**src/rfe_pkg.sv**
```systemverilog
// Package for the receive/transmit front-end control registers.
// Assumes CLK_SYS runs at sixteen times the reference oscillator rate.
package rfe_pkg;

    // -----
    // Register offsets
    // -----
    localparam logic [3:0] ADDR_RX_FILTER_SEL = 4'h4;
    localparam logic [3:0] ADDR_TUNING_TARGET = 4'h5;
    localparam logic [3:0] ADDR_GAIN_ADJUST = 4'h6;
    localparam logic [3:0] ADDR_TX_SETTINGS = 4'h7;
    localparam logic [3:0] ADDR_RX_CLK_SETTINGS = 4'h8;
    localparam logic [3:0] ADDR_DIE_REVISION = 4'hF;

    // -----
    // Reset values
    // -----
    localparam logic [7:0] RST_RX_FILTER_SEL = 8'h01;
    localparam logic [7:0] RST_TUNING_TARGET = 8'h80;
    localparam logic [7:0] RST_GAIN_ADJUST = 8'h00;
    localparam logic [7:0] RST_TX_SETTINGS = 8'h10;
    localparam logic [7:0] RST_RX_CLK_SETTINGS = 8'h00;
    // Arbitrary value, not tied to any real part
    localparam logic [7:0] DIE_REVISION_VALUE = 8'h03;

    // -----
    // Field positions
    // -----
    localparam int B_LPF_BYPASS = 0;
    localparam int B_ONE_POLE = 1;
    localparam int B_WIDEBAND = 2;
    localparam int B_FAST_ADC = 3;
    localparam int B_HPF_BYPASS = 4;
    localparam int B_OFS_CORR = 5;
    localparam int B_CAL_BUSY = 6;
    localparam int B_CAL_DISABLE = 7;
    localparam int B_GAIN_FROM_REG = 5;
    localparam int B_BOOST_LEVEL = 6;
    localparam int B_BOOST_INVERT = 7;
    localparam int B_TX_TWOS = 0;
    localparam int B_TX_FALLING = 1;
    localparam int B_RX_TWOS = 0;
    localparam int B_RX_FALLING = 1;
    localparam int B_RX_TRISTATE = 3;
    localparam int B_CLKA_DIS = 4;
    localparam int B_CLKB_DIS = 5;
    localparam int B_CLKA_OSC = 6;
    localparam int B_CLKB_QUARTER = 7;
    localparam logic [7:0] TX_SETTINGS_MASK = 8'hF3;
    localparam logic [7:0] RX_CLK_SETTINGS_MASK = 8'hFB;

    // -----
    // Interpolation codes and gain limits
    // -----
    localparam logic [3:0] INTERP_2X_LPF = 4'h1;
    localparam logic [3:0] INTERP_BYPASS = 4'h2;
    localparam logic [3:0] INTERP_2X_BPF = 4'h5;
    localparam logic [4:0] GAIN_CODE_TOP_LINEAR = 5'h11;
    localparam logic [4:0] GAIN_CODE_WIDE_MAX = 5'h12;
    localparam logic [4:0] GAIN_CODE_MAX = 5'h15;
    localparam logic [4:0] GAIN_CODE_CONT_FIRST = 5'h03;
    localparam logic signed [7:0] GAIN_OFFSET_DB = 8'sh06;
    localparam logic signed [7:0] CONT_STEP_DB = 8'sh06;
    localparam logic signed [7:0] CONT_TOP_NARROW_DB = 8'sh1E;
    localparam logic signed [7:0] CONT_TOP_WIDE_DB = 8'sh18;

    // -----
    // Timing
    // -----
    localparam int CLK_MHZ = 250;
    localparam int CAL_TIME_US = 500;
    localparam int CAL_PERIOD_S = 2;
    localparam int CAL_CYCLES = CAL_TIME_US * CLK_MHZ;
    localparam int CAL_PERIOD_CYCLES = CAL_PERIOD_S * CLK_MHZ * 1000000;
    localparam int OFS_CORR_CYCLES = 64;
    // Rate divider periods in CLK_SYS cycles, before the multiplier shift
    localparam logic [5:0] OSC_PERIOD = 6'h10;
    localparam logic [5:0] OSC_HALF_RATE_PERIOD = 6'h20;
    localparam logic [5:0] OSC_HALF_PERIOD = 6'h08;

    // -----
    // Carrier types
    // -----
    typedef struct packed {
        logic [4:0] code;
        logic signed [7:0] total_db;
        logic signed [7:0] cont_db;
        logic signed [7:0] switched_db;
    } rfe_gain_t;

    typedef struct packed {
        logic boost;
        logic [4:0] code;
    } rfe_pin_gain_t;

endpackage

```
**src/rfe_ctrl_regs.sv**
```systemverilog
// Front-end control and status registers: receive filter, gain, transmit,
// receive port and auxiliary clock settings, die revision.
// Assumes a serial port engine delivers byte writes and reads on one clock.
//
// Notes on behaviour
// - Wideband filter bit selects high cutoff and caps receive gain at 30 dB.
// - Writing one to offset bit starts correction; reads zero once done.
// - Calibration busy bit is high during a roughly 500 us calibration; read-only.
// - Calibrate after reset, then every 2 s unless disabled; zero write restarts.
// - Five-bit gain code in 2 dB steps, lowest at 0x00, reset 0x00.
// - Gain field reads the applied gain, pin derived when register mode is off.
// - Gain source bit picks register when high, pins and boost when low.
// - Boost status bit is read-only and shows the boost pin level.
// - Boost polarity bit inverts the boost value mapped from the pins.
// - Codes 0x00-0x11 give 2*code-6 dB, split continuous and switched.
// - Codes 0x12-0x15 give 30-36 dB, saturating at 30 dB when wideband.
// - Transmit format bit selects twos complement when high, binary when low.
// - Transmit edge bit captures on falling clock edge when high.
// - Interpolation field: 0x1 2x low-pass, 0x2 bypass, 0x5 2x band-pass.
// - Transmit reads at oscillator times multiplier, half that when interpolating.
// - Receive format bit selects twos complement output when high.
// - Receive edge bit aligns output data to falling receive clock when high.
// - Receive three-state bit floats the receive data pins while high.
// - Disable bits 4 and 5 hold the first and second clock outputs low.
// - First clock output runs at oscillator rate when selected, else times multiplier.
// - Second clock output runs at oscillator quarter when selected, else half.
// - Multiplier field codes 00 to 11 give factors 1, 2, 4, 8.
`timescale 1ns/1ps

module rfe_ctrl_regs
    import rfe_pkg::*;
#(
    parameter int CAL_LEN = CAL_CYCLES,
    parameter int CAL_INTERVAL = CAL_PERIOD_CYCLES,
    parameter int OFS_LEN = OFS_CORR_CYCLES
)
(
    input wire logic CLK_SYS,
    input wire logic RST_N,
    input wire logic REG_WR,
    input wire logic REG_RD,
    input wire logic [3:0] REG_ADDR,
    input wire logic [7:0] REG_WDATA,
    output logic [7:0] REG_RDATA,
    output logic REG_RVALID,
    input wire logic [1:0] PLL_MULT_SEL,
    input wire logic [2:0] GAIN_CODE_PINS,
    input wire logic RX_GAIN_BOOST_PIN_I,
    output logic RX_GAIN_BOOST_PIN_O,
    output logic RX_GAIN_BOOST_PIN_OE,
    output rfe_gain_t RX_GAIN,
    output logic RX_LPF_BYPASS,
    output logic RX_ONE_POLE_EN,
    output logic RX_LPF_WIDEBAND,
    output logic RX_FAST_ADC,
    output logic RX_HPF_BYPASS,
    output logic [7:0] RX_TUNING_TARGET,
    output logic RX_OFS_CORR_ACTIVE,
    output logic RX_LPF_CAL_ACTIVE,
    output logic TX_TWOS_COMP,
    output logic TX_SAMPLE_FALLING,
    output logic TX_INTERP_2X,
    output logic TX_INTERP_BANDPASS,
    output logic TX_WORD_READ_EN,
    output logic RX_TWOS_COMP,
    output logic RX_OUTPUT_FALLING,
    output logic RX_DATA_OE,
    output logic AUX_CLK_A,
    output logic AUX_CLK_B
);

    // -----
    // Reset release and pin synchronisers
    // -----
    logic [1:0] rst_sync_ff;
    logic rst_n;
    logic [2:0] pins_meta_ff;
    logic [2:0] pins_ff;
    logic boost_meta_ff;
    logic boost_ff;

    always_ff @(posedge CLK_SYS or negedge RST_N)
    begin
        if (!RST_N)
            rst_sync_ff <= 2'h0;
        else
            rst_sync_ff <= {rst_sync_ff[0], 1'b1};
    end
    assign rst_n = rst_sync_ff[1];

    // Gain pins are asynchronous to this clock
    always_ff @(posedge CLK_SYS or negedge rst_n)
    begin
        if (!rst_n)
        begin
            pins_meta_ff <= 3'h0;
            pins_ff <= 3'h0;
            boost_meta_ff <= 1'b0;
            boost_ff <= 1'b0;
        end
        else
        begin
            pins_meta_ff <= GAIN_CODE_PINS;
            pins_ff <= pins_meta_ff;
            boost_meta_ff <= RX_GAIN_BOOST_PIN_I;
            boost_ff <= boost_meta_ff;
        end
    end

    // -----
    // Plain register storage
    // -----
    logic [7:0] filt_ff;
    logic [7:0] target_ff;
    logic [7:0] gain_ctl_ff;
    logic [7:0] tx_ff;
    logic [7:0] rx_output_clock_ff;
    logic wr_filt;

    assign wr_filt = REG_WR && (REG_ADDR == ADDR_RX_FILTER_SEL);

    always_ff @(posedge CLK_SYS or negedge rst_n)
    begin
        if (!rst_n)
        begin
            filt_ff <= RST_RX_FILTER_SEL;
            target_ff <= RST_TUNING_TARGET;
            gain_ctl_ff <= RST_GAIN_ADJUST;
            tx_ff <= RST_TX_SETTINGS;
            rx_output_clock_ff <= RST_RX_CLK_SETTINGS;
        end
        else if (REG_WR)
        begin
            unique case (REG_ADDR)
                ADDR_RX_FILTER_SEL: filt_ff <= REG_WDATA;
                ADDR_TUNING_TARGET: target_ff <= REG_WDATA;
                ADDR_GAIN_ADJUST: gain_ctl_ff <= REG_WDATA;
                ADDR_TX_SETTINGS: tx_ff <= REG_WDATA & TX_SETTINGS_MASK;
                ADDR_RX_CLK_SETTINGS: rx_output_clock_ff <= REG_WDATA & RX_CLK_SETTINGS_MASK;
                default: ;
            endcase
        end
    end

    // -----
    // Offset correction
    // -----
    logic ofs_busy_ff;
    logic [15:0] ofs_cnt_ff;
    logic ofs_start;

    assign ofs_start = wr_filt && REG_WDATA[B_OFS_CORR];

    // A new start wins over the finishing count
    always_ff @(posedge CLK_SYS or negedge rst_n)
    begin
        if (!rst_n)
        begin
            ofs_busy_ff <= 1'b0;
            ofs_cnt_ff <= 16'h0000;
        end
        else if (ofs_start)
        begin
            ofs_busy_ff <= 1'b1;
            ofs_cnt_ff <= 16'(OFS_LEN - 1);
        end
        else if (ofs_busy_ff)
        begin
            if (ofs_cnt_ff == 16'h0000)
                ofs_busy_ff <= 1'b0;
            else
                ofs_cnt_ff <= ofs_cnt_ff - 16'h0001;
        end
    end

    // -----
    // Filter calibration, at reset and in the background
    // -----
    logic cal_busy_ff;
    logic [31:0] cal_cnt_ff;
    logic [31:0] period_cnt_ff;
    logic cal_pending_ff;
    logic cal_kick;
    logic period_due;

    assign cal_kick = wr_filt && !REG_WDATA[B_CAL_DISABLE];
    assign period_due = !filt_ff[B_CAL_DISABLE] && (period_cnt_ff == 32'(CAL_INTERVAL - 1));

    always_ff @(posedge CLK_SYS or negedge rst_n)
    begin
        if (!rst_n)
            cal_pending_ff <= 1'b1;
        else
            cal_pending_ff <= 1'b0;
    end

    // Interval counts from each kick; held clear while disabled
    always_ff @(posedge CLK_SYS or negedge rst_n)
    begin
        if (!rst_n)
            period_cnt_ff <= 32'h0000_0000;
        else if (cal_kick || period_due || filt_ff[B_CAL_DISABLE])
            period_cnt_ff <= 32'h0000_0000;
        else
            period_cnt_ff <= period_cnt_ff + 32'h0000_0001;
    end

    always_ff @(posedge CLK_SYS or negedge rst_n)
    begin
        if (!rst_n)
        begin
            cal_busy_ff <= 1'b0;
            cal_cnt_ff <= 32'h0000_0000;
        end
        else if (cal_kick || period_due || cal_pending_ff)
        begin
            cal_busy_ff <= 1'b1;
            cal_cnt_ff <= 32'(CAL_LEN - 1);
        end
        else if (cal_busy_ff)
        begin
            if (cal_cnt_ff == 32'h0000_0000)
                cal_busy_ff <= 1'b0;
            else
                cal_cnt_ff <= cal_cnt_ff - 32'h0000_0001;
        end
    end

    // -----
    // Gain source, mapping and split
    // -----
    // Pin mode: 8 dB steps through pin 6, pin 7 repeats pin 6; upper codes lean on the external boost stage
    function automatic rfe_pin_gain_t pin_map(input logic [2:0] p);
        rfe_pin_gain_t r;
        r = '0;
        unique case (p)
            3'h0: r = '{boost: 1'b0, code: 5'h03};
            3'h1: r = '{boost: 1'b0, code: 5'h07};
            3'h2: r = '{boost: 1'b0, code: 5'h0B};
            3'h3: r = '{boost: 1'b0, code: 5'h0F};
            3'h4: r = '{boost: 1'b1, code: 5'h07};
            3'h5: r = '{boost: 1'b1, code: 5'h0B};
            3'h6: r = '{boost: 1'b1, code: 5'h0F};
            3'h7: r = '{boost: 1'b1, code: 5'h0F};
        endcase
        return r;
    endfunction

    function automatic rfe_gain_t gain_split(input logic [4:0] c_in, input logic wide);
        rfe_gain_t g;
        logic [4:0] c;
        c = (c_in > GAIN_CODE_MAX) ? GAIN_CODE_MAX : c_in;
        if (wide && c > GAIN_CODE_WIDE_MAX)
            c = GAIN_CODE_WIDE_MAX;
        g.code = c;
        g.total_db = $signed({2'b00, c, 1'b0}) - GAIN_OFFSET_DB;
        if (c < GAIN_CODE_CONT_FIRST)
            g.cont_db = 8'sh00;
        else if (c <= GAIN_CODE_TOP_LINEAR)
            g.cont_db = CONT_STEP_DB * $signed({3'b000, c / 5'h03}) - CONT_STEP_DB;
        else if (wide)
            g.cont_db = CONT_TOP_WIDE_DB;
        else
            g.cont_db = CONT_TOP_NARROW_DB;
        g.switched_db = g.total_db - g.cont_db;
        return g;
    endfunction

    rfe_pin_gain_t pin_gain;
    logic [4:0] src_code;
    rfe_gain_t nxt_gain;
    logic gain_from_reg;

    assign gain_from_reg = gain_ctl_ff[B_GAIN_FROM_REG];
    assign pin_gain = pin_map(pins_ff);
    assign src_code = gain_from_reg ? gain_ctl_ff[4:0] : pin_gain.code;
    assign nxt_gain = gain_split(src_code, filt_ff[B_WIDEBAND]);

    always_ff @(posedge CLK_SYS or negedge rst_n)
    begin
        if (!rst_n)
        begin
            RX_GAIN <= gain_split(RST_GAIN_ADJUST[4:0], RST_RX_FILTER_SEL[B_WIDEBAND]);
            RX_GAIN_BOOST_PIN_O <= 1'b0;
            RX_GAIN_BOOST_PIN_OE <= 1'b0;
        end
        else
        begin
            RX_GAIN <= nxt_gain;
            RX_GAIN_BOOST_PIN_O <= pin_gain.boost ^ gain_ctl_ff[B_BOOST_INVERT];
            RX_GAIN_BOOST_PIN_OE <= !gain_from_reg;
        end
    end

    // -----
    // Transmit word rate and auxiliary clocks
    // -----
    logic interp_bypass;
    logic [5:0] tx_period;
    logic [5:0] clka_period;
    logic [5:0] clkb_period;
    logic clka_tick;
    logic clkb_tick;
    logic clka_ff;
    logic clkb_ff;

    assign interp_bypass = (tx_ff[7:4] == INTERP_BYPASS);
    // Factor 1, 2, 4, 8 as a right shift of the period
    assign tx_period = interp_bypass ? (OSC_PERIOD >> PLL_MULT_SEL)
                                     : (OSC_HALF_RATE_PERIOD >> PLL_MULT_SEL);
    assign clka_period = rx_output_clock_ff[B_CLKA_OSC] ? OSC_HALF_PERIOD
                                              : (OSC_HALF_PERIOD >> PLL_MULT_SEL);
    assign clkb_period = rx_output_clock_ff[B_CLKB_QUARTER] ? OSC_HALF_RATE_PERIOD : OSC_PERIOD;

    rfe_rate_div u_tx_rate (
        .clk(CLK_SYS),
        .rst_n(rst_n),
        .period(tx_period),
        .tick(TX_WORD_READ_EN)
    );

    rfe_rate_div u_clka_rate (
        .clk(CLK_SYS),
        .rst_n(rst_n),
        .period(clka_period),
        .tick(clka_tick)
    );

    rfe_rate_div u_clkb_rate (
        .clk(CLK_SYS),
        .rst_n(rst_n),
        .period(clkb_period),
        .tick(clkb_tick)
    );

    // Disabled outputs sit low rather than freezing mid-level
    always_ff @(posedge CLK_SYS or negedge rst_n)
    begin
        if (!rst_n)
        begin
            clka_ff <= 1'b0;
            clkb_ff <= 1'b0;
        end
        else
        begin
            clka_ff <= rx_output_clock_ff[B_CLKA_DIS] ? 1'b0 : clka_ff ^ clka_tick;
            clkb_ff <= rx_output_clock_ff[B_CLKB_DIS] ? 1'b0 : clkb_ff ^ clkb_tick;
        end
    end
    assign AUX_CLK_A = clka_ff;
    assign AUX_CLK_B = clkb_ff;

    // -----
    // Steering outputs
    // -----
    assign RX_LPF_BYPASS = filt_ff[B_LPF_BYPASS];
    assign RX_ONE_POLE_EN = filt_ff[B_ONE_POLE];
    assign RX_LPF_WIDEBAND = filt_ff[B_WIDEBAND];
    assign RX_FAST_ADC = filt_ff[B_FAST_ADC];
    assign RX_HPF_BYPASS = filt_ff[B_HPF_BYPASS];
    assign RX_TUNING_TARGET = target_ff;
    assign RX_OFS_CORR_ACTIVE = ofs_busy_ff;
    assign RX_LPF_CAL_ACTIVE = cal_busy_ff;
    assign TX_TWOS_COMP = tx_ff[B_TX_TWOS];
    assign TX_SAMPLE_FALLING = tx_ff[B_TX_FALLING];
    assign TX_INTERP_2X = !interp_bypass;
    assign TX_INTERP_BANDPASS = (tx_ff[7:4] == INTERP_2X_BPF);
    assign RX_TWOS_COMP = rx_output_clock_ff[B_RX_TWOS];
    assign RX_OUTPUT_FALLING = rx_output_clock_ff[B_RX_FALLING];
    assign RX_DATA_OE = !rx_output_clock_ff[B_RX_TRISTATE];

    // -----
    // Read path
    // -----
    logic [7:0] nxt_rdata;

    always_comb
    begin
        nxt_rdata = 8'h00;
        unique case (REG_ADDR)
            ADDR_RX_FILTER_SEL:
            begin
                nxt_rdata = filt_ff;
                nxt_rdata[B_OFS_CORR] = ofs_busy_ff;
                nxt_rdata[B_CAL_BUSY] = cal_busy_ff;
            end
            ADDR_TUNING_TARGET: nxt_rdata = target_ff;
            ADDR_GAIN_ADJUST:
            begin
                nxt_rdata = gain_ctl_ff;
                nxt_rdata[4:0] = RX_GAIN.code;
                nxt_rdata[B_BOOST_LEVEL] = boost_ff;
            end
            ADDR_TX_SETTINGS: nxt_rdata = tx_ff;
            ADDR_RX_CLK_SETTINGS: nxt_rdata = rx_output_clock_ff;
            ADDR_DIE_REVISION: nxt_rdata = DIE_REVISION_VALUE;
            default: nxt_rdata = 8'h00;
        endcase
    end

    always_ff @(posedge CLK_SYS or negedge rst_n)
    begin
        if (!rst_n)
        begin
            REG_RDATA <= 8'h00;
            REG_RVALID <= 1'b0;
        end
        else
        begin
            REG_RVALID <= REG_RD;
            if (REG_RD)
                REG_RDATA <= nxt_rdata;
        end
    end

endmodule // rfe_ctrl_regs

```
**src/rfe_rate_div.sv**
```systemverilog
// Programmable rate divider giving a one-cycle enable pulse.
// Assumes the period input is at least one and comes from the same clock.
`timescale 1ns/1ps

module rfe_rate_div
    import rfe_pkg::*;
(
    input wire logic clk,
    input wire logic rst_n,
    input wire logic [5:0] period,
    output logic tick
);

    logic [5:0] cnt_ff;
    logic [5:0] nxt_cnt;
    logic wrap;

    // Wrap also when the period shrank below the count
    assign wrap = (cnt_ff >= (period - 6'h01));

    always_comb
    begin
        nxt_cnt = wrap ? 6'h00 : cnt_ff + 6'h01;
    end

    always_ff @(posedge clk or negedge rst_n)
    begin
        if (!rst_n)
            cnt_ff <= 6'h00;
        else
            cnt_ff <= nxt_cnt;
    end

    always_ff @(posedge clk or negedge rst_n)
    begin
        if (!rst_n)
            tick <= 1'b0;
        else
            tick <= wrap;
    end

endmodule // rfe_rate_div
```
**config.mk**
```make
export PLATFORM = sky130hd
export DESIGN_NAME = rfe_ctrl_regs
export DESIGN_NICKNAME = d
export VERILOG_FILES = /design/src/rfe_pkg.sv /design/src/rfe_ctrl_regs.sv /design/src/rfe_rate_div.sv
export SDC_FILE = /design/constraint.sdc
export NUM_CORES = 1
export LEC_CHECK = 0
export BUFFER_PORTS_ARGS = -buffer_cell sky130_fd_sc_hd__buf_2
export CAP_MARGIN = 20
export CORE_MARGIN = 5
export CORE_UTILIZATION = 42
export DETAILED_ROUTE_END_ITERATION = 16
export GPL_TIMING_DRIVEN = 0
export HOLD_SLACK_MARGIN = 0.1
export PLACE_DENSITY = 0.6
export SYNTH_ARGS = -nofsm -noshare
export SYNTH_HDL_FRONTEND = slang
export SYNTH_SLANG_ARGS = --single-unit
```
**constraint.sdc**
```tcl
create_clock -name CLK_SYS -period 5.02 [get_ports CLK_SYS]
set_input_delay 1.004 -clock CLK_SYS [delete_from_list [all_inputs] [get_ports CLK_SYS]]
set_output_delay 1.004 -clock CLK_SYS [all_outputs]
set_load 0.01 [all_outputs]
```
---- Word-level counts from Yosys, hierarchy flattened ----
Memory sizes are Yosys's and may differ from the RTL's.
Index checks and enable logic that the tools add are counted.
operators by class
  divide/modulo/power cells ............... 1
  multiply operators ...................... 1
  $lt $le $gt $ge ......................... 7
  equal/unequal tests ..................... 11
  reductions and logical operators ........ 24
  shifts and indexed selects .............. 3
  bitwise logic cells ..................... 3
  add/sub/neg operators ................... 12
  multiplexer cells ....................... 28
operators by type and width
  cell                                                count
  two-way mux 32 bit                                  4
  two-way mux 16 bit                                  3
  one-hot mux 8 bit (6 select lines)                  1
  two-way mux 6 bit                                   6
  adder 32 x 1 -> 32 bit, second input constant       1
  == test 32 x 29 -> 1 bit, second input constant     1
  zero test 32 bit                                    1
  subtractor 32 x 1 -> 32 bit, second input constant  1
  == test 4 x 3 -> 1 bit, second input constant       5
  adder 6 x 1 -> 6 bit, second input constant         3
  >= comparator 6 bit                                 3
  subtractor 6 x 1 -> 6 bit, second input constant    3
  zero test 16 bit                                    1
  two-way mux 8 bit                                   2
  subtractor 16 x 1 -> 16 bit, second input constant  1
  two-way mux 5 bit                                   3
  AND reduction 2 bit                                 7
  > comparator 5 bit, second input constant           2
  == test 4 bit, second input constant                2
  two-way mux 1 bit                                   8
  subtractor 7 x 8 -> 8 bit                           1
  subtractor 8 x 4 -> 8 bit, second input constant    1
  multiplier 2 x 5 -> 7 bit, first input constant     1
  subtractor 6 x 3 -> 7 bit, second input constant    1
  other kinds (14)                                    28
storage, ports and cells
  register bits ........................... 192
  bits in read-only memories .............. 24
  memories kept ........................... 1
  word-level logic and storage cells ...... 123
  bits of input ports ..................... 22
memory list
  name             depth  width  rd ports  clocked after memory_dff  write ports  RTL line              RTL
  (no name shown)  8      3      1         0                         0            rfe_ctrl_regs.sv:236  unique case (p)

---- Longest topological paths before layout ----
An unclocked memory read counts as a cell.
  depth after elaboration ................. 13
  mapped depth ............................ 25

---- Cells and area by module ----
Synthesis repeated with hierarchy kept, for this count alone.
unflattened totals
  cell total of the unflattened synthesis .. 973
  area total of the unflattened synthesis .. 9,820.7 µm²
modules (own cells, without submodules)
  module         area each (µm²)  cells an instance  instances
  rfe_ctrl_regs  8,304.2          820                1
  rfe_rate_div   505.5            51                 3

---- Worst setup path before layout ----
No wires, ideal clock.
  kind .................................... register to register
  start ................................... register gain_ctl_ff[3]
  end ..................................... register RX_GAIN[6] in the netlist's numbering
  path slack .............................. 0.245 ns
  setup time .............................. 0.066 ns
  cell stages (with the launch flop) ...... 25
  arrival ................................. 4.709 ns
  required time ........................... 4.954 ns
  cell sequence ........................... dfrtp_1 -> clkbuf_1 -> and3b_1 -> a211oi_1 -> a21oi_1 -> ha_1 -> a221o_1 -> a32o_1 -> o21ai_0 -> and2_1 -> inv_1 -> ha_1 -> inv_1 -> fa_1 -> xor2_1 -> nand2_1 -> nor2_1 -> xnor2_1 -> nand3_1 -> ha_1 -> a21oi_1 -> or3b_2 -> nor3_1 -> a2111oi_0 -> nand4_1
RTL lines
  what                    RTL line              RTL
  from (decl)             rfe_ctrl_regs.sv:115  logic [7:0] gain_ctl_ff;
  from (signal assigned)  rfe_ctrl_regs.sv:128  gain_ctl_ff <= RST_GAIN_ADJUST;
  from (signal assigned)  rfe_ctrl_regs.sv:137  ADDR_GAIN_ADJUST: gain_ctl_ff <= REG_WDATA;
  to (signal assigned)    rfe_ctrl_regs.sv:283  RX_GAIN <= gain_split(RST_GAIN_ADJUST[4:0], RST_RX_FILTER_SEL[B_WIDEBAND]);
  to (signal assigned)    rfe_ctrl_regs.sv:289  RX_GAIN <= nxt_gain;
  to (decl)               rfe_ctrl_regs.sv:51   output rfe_gain_t RX_GAIN,

==> impl_metrics.csv <==
group,metric,value,unit
die,die_h,159,um
critical_path,cp_max_fo,5,
sta,setup_viol,0,
sta,finalSetupTns,0,ns
synth,ys_warn_count,0,
final_layout,n_antenna_cell,0,
sta,max_slew_margin,40.1,%
clock_tree,worst_skew_pair.late_latency,0.43,ns
placed_design,portBuffers,82,
global_routing,grt_usage,16.8,%
critical_path,cpPeakStageDelay,0.48,ns
global_routing,overflow,0,
clock_tree,cts.sink_count,186,
critical_path,crit_type,"reg2reg",
route,wire_per_inst,15.6,um
synth,async_flop_share,100,%
critical_path,start_kind,"flop",
global_routing,grt_max_degree,66,
synth,synth.largest_area_cell,"dfrtp_1",
route,routed_wl,20700,um
synth,synth_ff_type,"dfrtp_1",
route,drc,0,
clock_tree,htreeDepth,4,
die,fp.dieW,159,um
sta,worstMarginPinSlew,0.898,ns
sta,final-hold-violation-count,0,
synth,synth_area_leaders,"dfrtp_1, xnor2_1, nor2_1, ha_1, dfstp_2",
clock_tree,root_buffer,"clkbuf_16",
power,p_leak,0.00494,uW
final_layout,drive_above_1_share,21.5,%
sta,max_freq,0.210,GHz
final_layout,area_growth,17.6,%
power,p_int,3640,uW
die,ios,87,
critical_path,cp.arrival,5.10,ns
critical_path,path_cells,"buf_4 > and2_1 > a211oi_2 > a21oi_1 > ha_1 > a221o_1 > a32o_2 > o21ai_2 > and2_4 > inv_1 > ha_2 > inv_2 > fa_2 > o211a_1 > xor2_1 > a21o_1 > ha_1 > nand2_1 > a21oi_2 > or3b_4 > nor2_1 > a2111oi_2 > nand4_1",
flow_run,cap_violations,0,
sta,fin_worst_skew,0.0109,ns
min_path,hold_path_class,"in2async",
route,vias,6748,
critical_path,cp-end-kind,"flop",
critical_path,crit_top_cell,"ha_1",
power,switching_share,35.8,%
final_layout,final_nets,1092,
sta,fin_crit,4.76,ns
sta,setup_slack,0.256,ns
final_layout,design_area,10900,um2
die,die-area,25200,um2
die,core_area,21800,um2
placed_design,hpwl,15100,um
clock_tree,cts_tree,"built",
synth,netlist.area_leader.share,46.0,%
route,ant_nets,0,
die,num_rows,54,
global_routing,antenna_found_initial,2,
synth,synth_edf_count,0,
clock_tree,clockBufferDepth,2,
sta,post-route-period-util,94.9,%
die,start_util,42.6,%
power,seqPwrFrac,36.5,%
clock_tree,cts.reportedPaths.clkPinSlew,0.07,ns
power,power_density,520,nW/um2
synth,synth_seq_cells,186,
critical_path,crit_family,"compound AO/OA/AOI/OAI gates",
power,finalPower,5680,uW
synth,syn_area_per_cell,10.2,um2
route,first_iter_violations,248,
placed_design,gp_congestion,0.858,
placed_design,placed_area,10100,um2
critical_path,reg2reg_slack,0.26,ns
critical_path,worst-path-buf-inv,3,
final_layout,final_common_cell,"dfrtp_1",
route,vias_per_cell,5.09,
run_status,status,"completed",
critical_path,slowest_stage,"fa_2",
power,switching_power,2030,uW
synth,synth_cell_types,68,
placed_design,pre_cts_ws,-0.488,ns
sta,slew_violations,0,
synth,netlist_instances,914,
global_routing,grt_pass1_vias,6714,
synth,yosysSeqAreaShare,50.3,%
critical_path,required,5.36,ns
final_layout,layout_common_cells,"dfrtp_1, nor2_1, buf_2",
synth,mappedNetlistArea,9290,um2
clock_tree,cts_buffers,17,
power,pwr-share-clk,24.7,%
power,combPwrFrac,38.8,%
power,ir_drop,332,uV
global_routing,grt_pass1_wl,34900,um
route,drt_pass1_iterations,4,
==> path summary, 6_finish.rpt <==
check | from | end | cells past startpoint
worst max-delay path | gain_ctl_ff[5] | RX_GAIN[6] | 23
worst min-delay path | RST_N | rst_sync_ff[1] | 1
worst max register to register | gain_ctl_ff[5] | RX_GAIN[6] | 23
worst min register to register | pins_meta_ff[2] | pins_ff[2] | 0
max in group asynchronous | rst_sync_ff[1] | RX_GAIN[19] | 1
min in group CLK_SYS | pins_meta_ff[2] | pins_ff[2] | 0
==> metal layers <==
metal,vias up,routed length [um],global-route usage [%]
met2,94,9640,26.0
met5,-,25,0
met1,3266,9580,22.6
met3,28,1160,5.55
met4,4,296,4.81
li1,3356,-,-
==> power by group through the flow <==
stage	clock, uW	combinational [uW]	sequential [uW]
finish	1400	2200	2070
global route	1510	2490	2110
CTS	1440	2020	2080
detailed placement	0	1970	2100
global placement	0	1910	2110
floorplan	0	1400	2120
==> sequential cells by signal, indices dropped and copies added, names as in the netlist, 3 cells and up <==
signal and cells:
cal_cnt_ff 32, period_cnt_ff 32, RX_GAIN 25, ofs_cnt_ff 16, REG_RDATA 8, RX_TUNING_TARGET 8, gain_ctl_ff 7, rx_output_clock_ff 7
filt_ff 6, tx_ff 6, u_clka_rate.cnt_ff 6, u_clkb_rate.cnt_ff 6, u_tx_rate.cnt_ff 6, pins_ff 3, pins_meta_ff 3
==> stage by stage <==
step	hold WS (ns)	util, %	std cells
floorplan	0.331	-	921
global placement	0.336	46.2	1283
detailed placement	0.336	46.5	1286
CTS	0.324	49.4	1318
global route	0.325	50.1	1327
finish	0.342	50.1	1327
==> cell usage after synthesis (all sizes together), types with 3 or more instances <==
cell and count:
nor3b 5, dfrtp 171, or2 8, nand2b 8, nand2 69, and3 10
ha 34, mux2i 15, nor4b 3, nor3 24, nand3 30, nand4b 5
inv 45, o211ai 8, clkbuf 23, a211oi 3, xor2 40, a21oi 26
nor2 129, o22ai 14, mux2 31, and2 5, o21ai 26, nor2b 7
or3 11, a21o 7, dfstp 15, buf 11, nor4 17, or4 7
nand4 11, xnor2 58
==> layout make-up <==
cell class                      count  area [um2]
Clock buffer                       18         429
Buffer                             33         163
Clock inverter                     14         181
Tap cell                          280         350
Inverter                           46         173
Fill cell                        2040       10900
Sequential cell                   186        4680
Timing Repair Buffer               95         546
Multi-Input combinational cell    655        4410
==> cells by family (layout without fill, tap and decap cells) <==
group           count (synthesis)  count (layout)  share of synthesized area (%)
simple gates                  358             358                           19.1
flops                         186             186                           50.3
compound gates                108             108                           7.45
xor+xnor                       98              98                           9.24
buf+inv                        80             206                           3.49
mux                            46              46                           5.37
fa+ha+maj                      36              36                           5.01
other cells                     2               9                         0.0808
==> timing repair <==
| item | in CTS | in global routing |
|---|---|---|
| setup buffers | 1 | 9 |
| endpoints found under the setup margin | 2 | 2 |
| pin swaps | 2 | 12 |
| resized for setup | 11 | 29 |
| hold buffers | 0 | 0 |
Note: power is estimated with default switching activity, not from simulation.
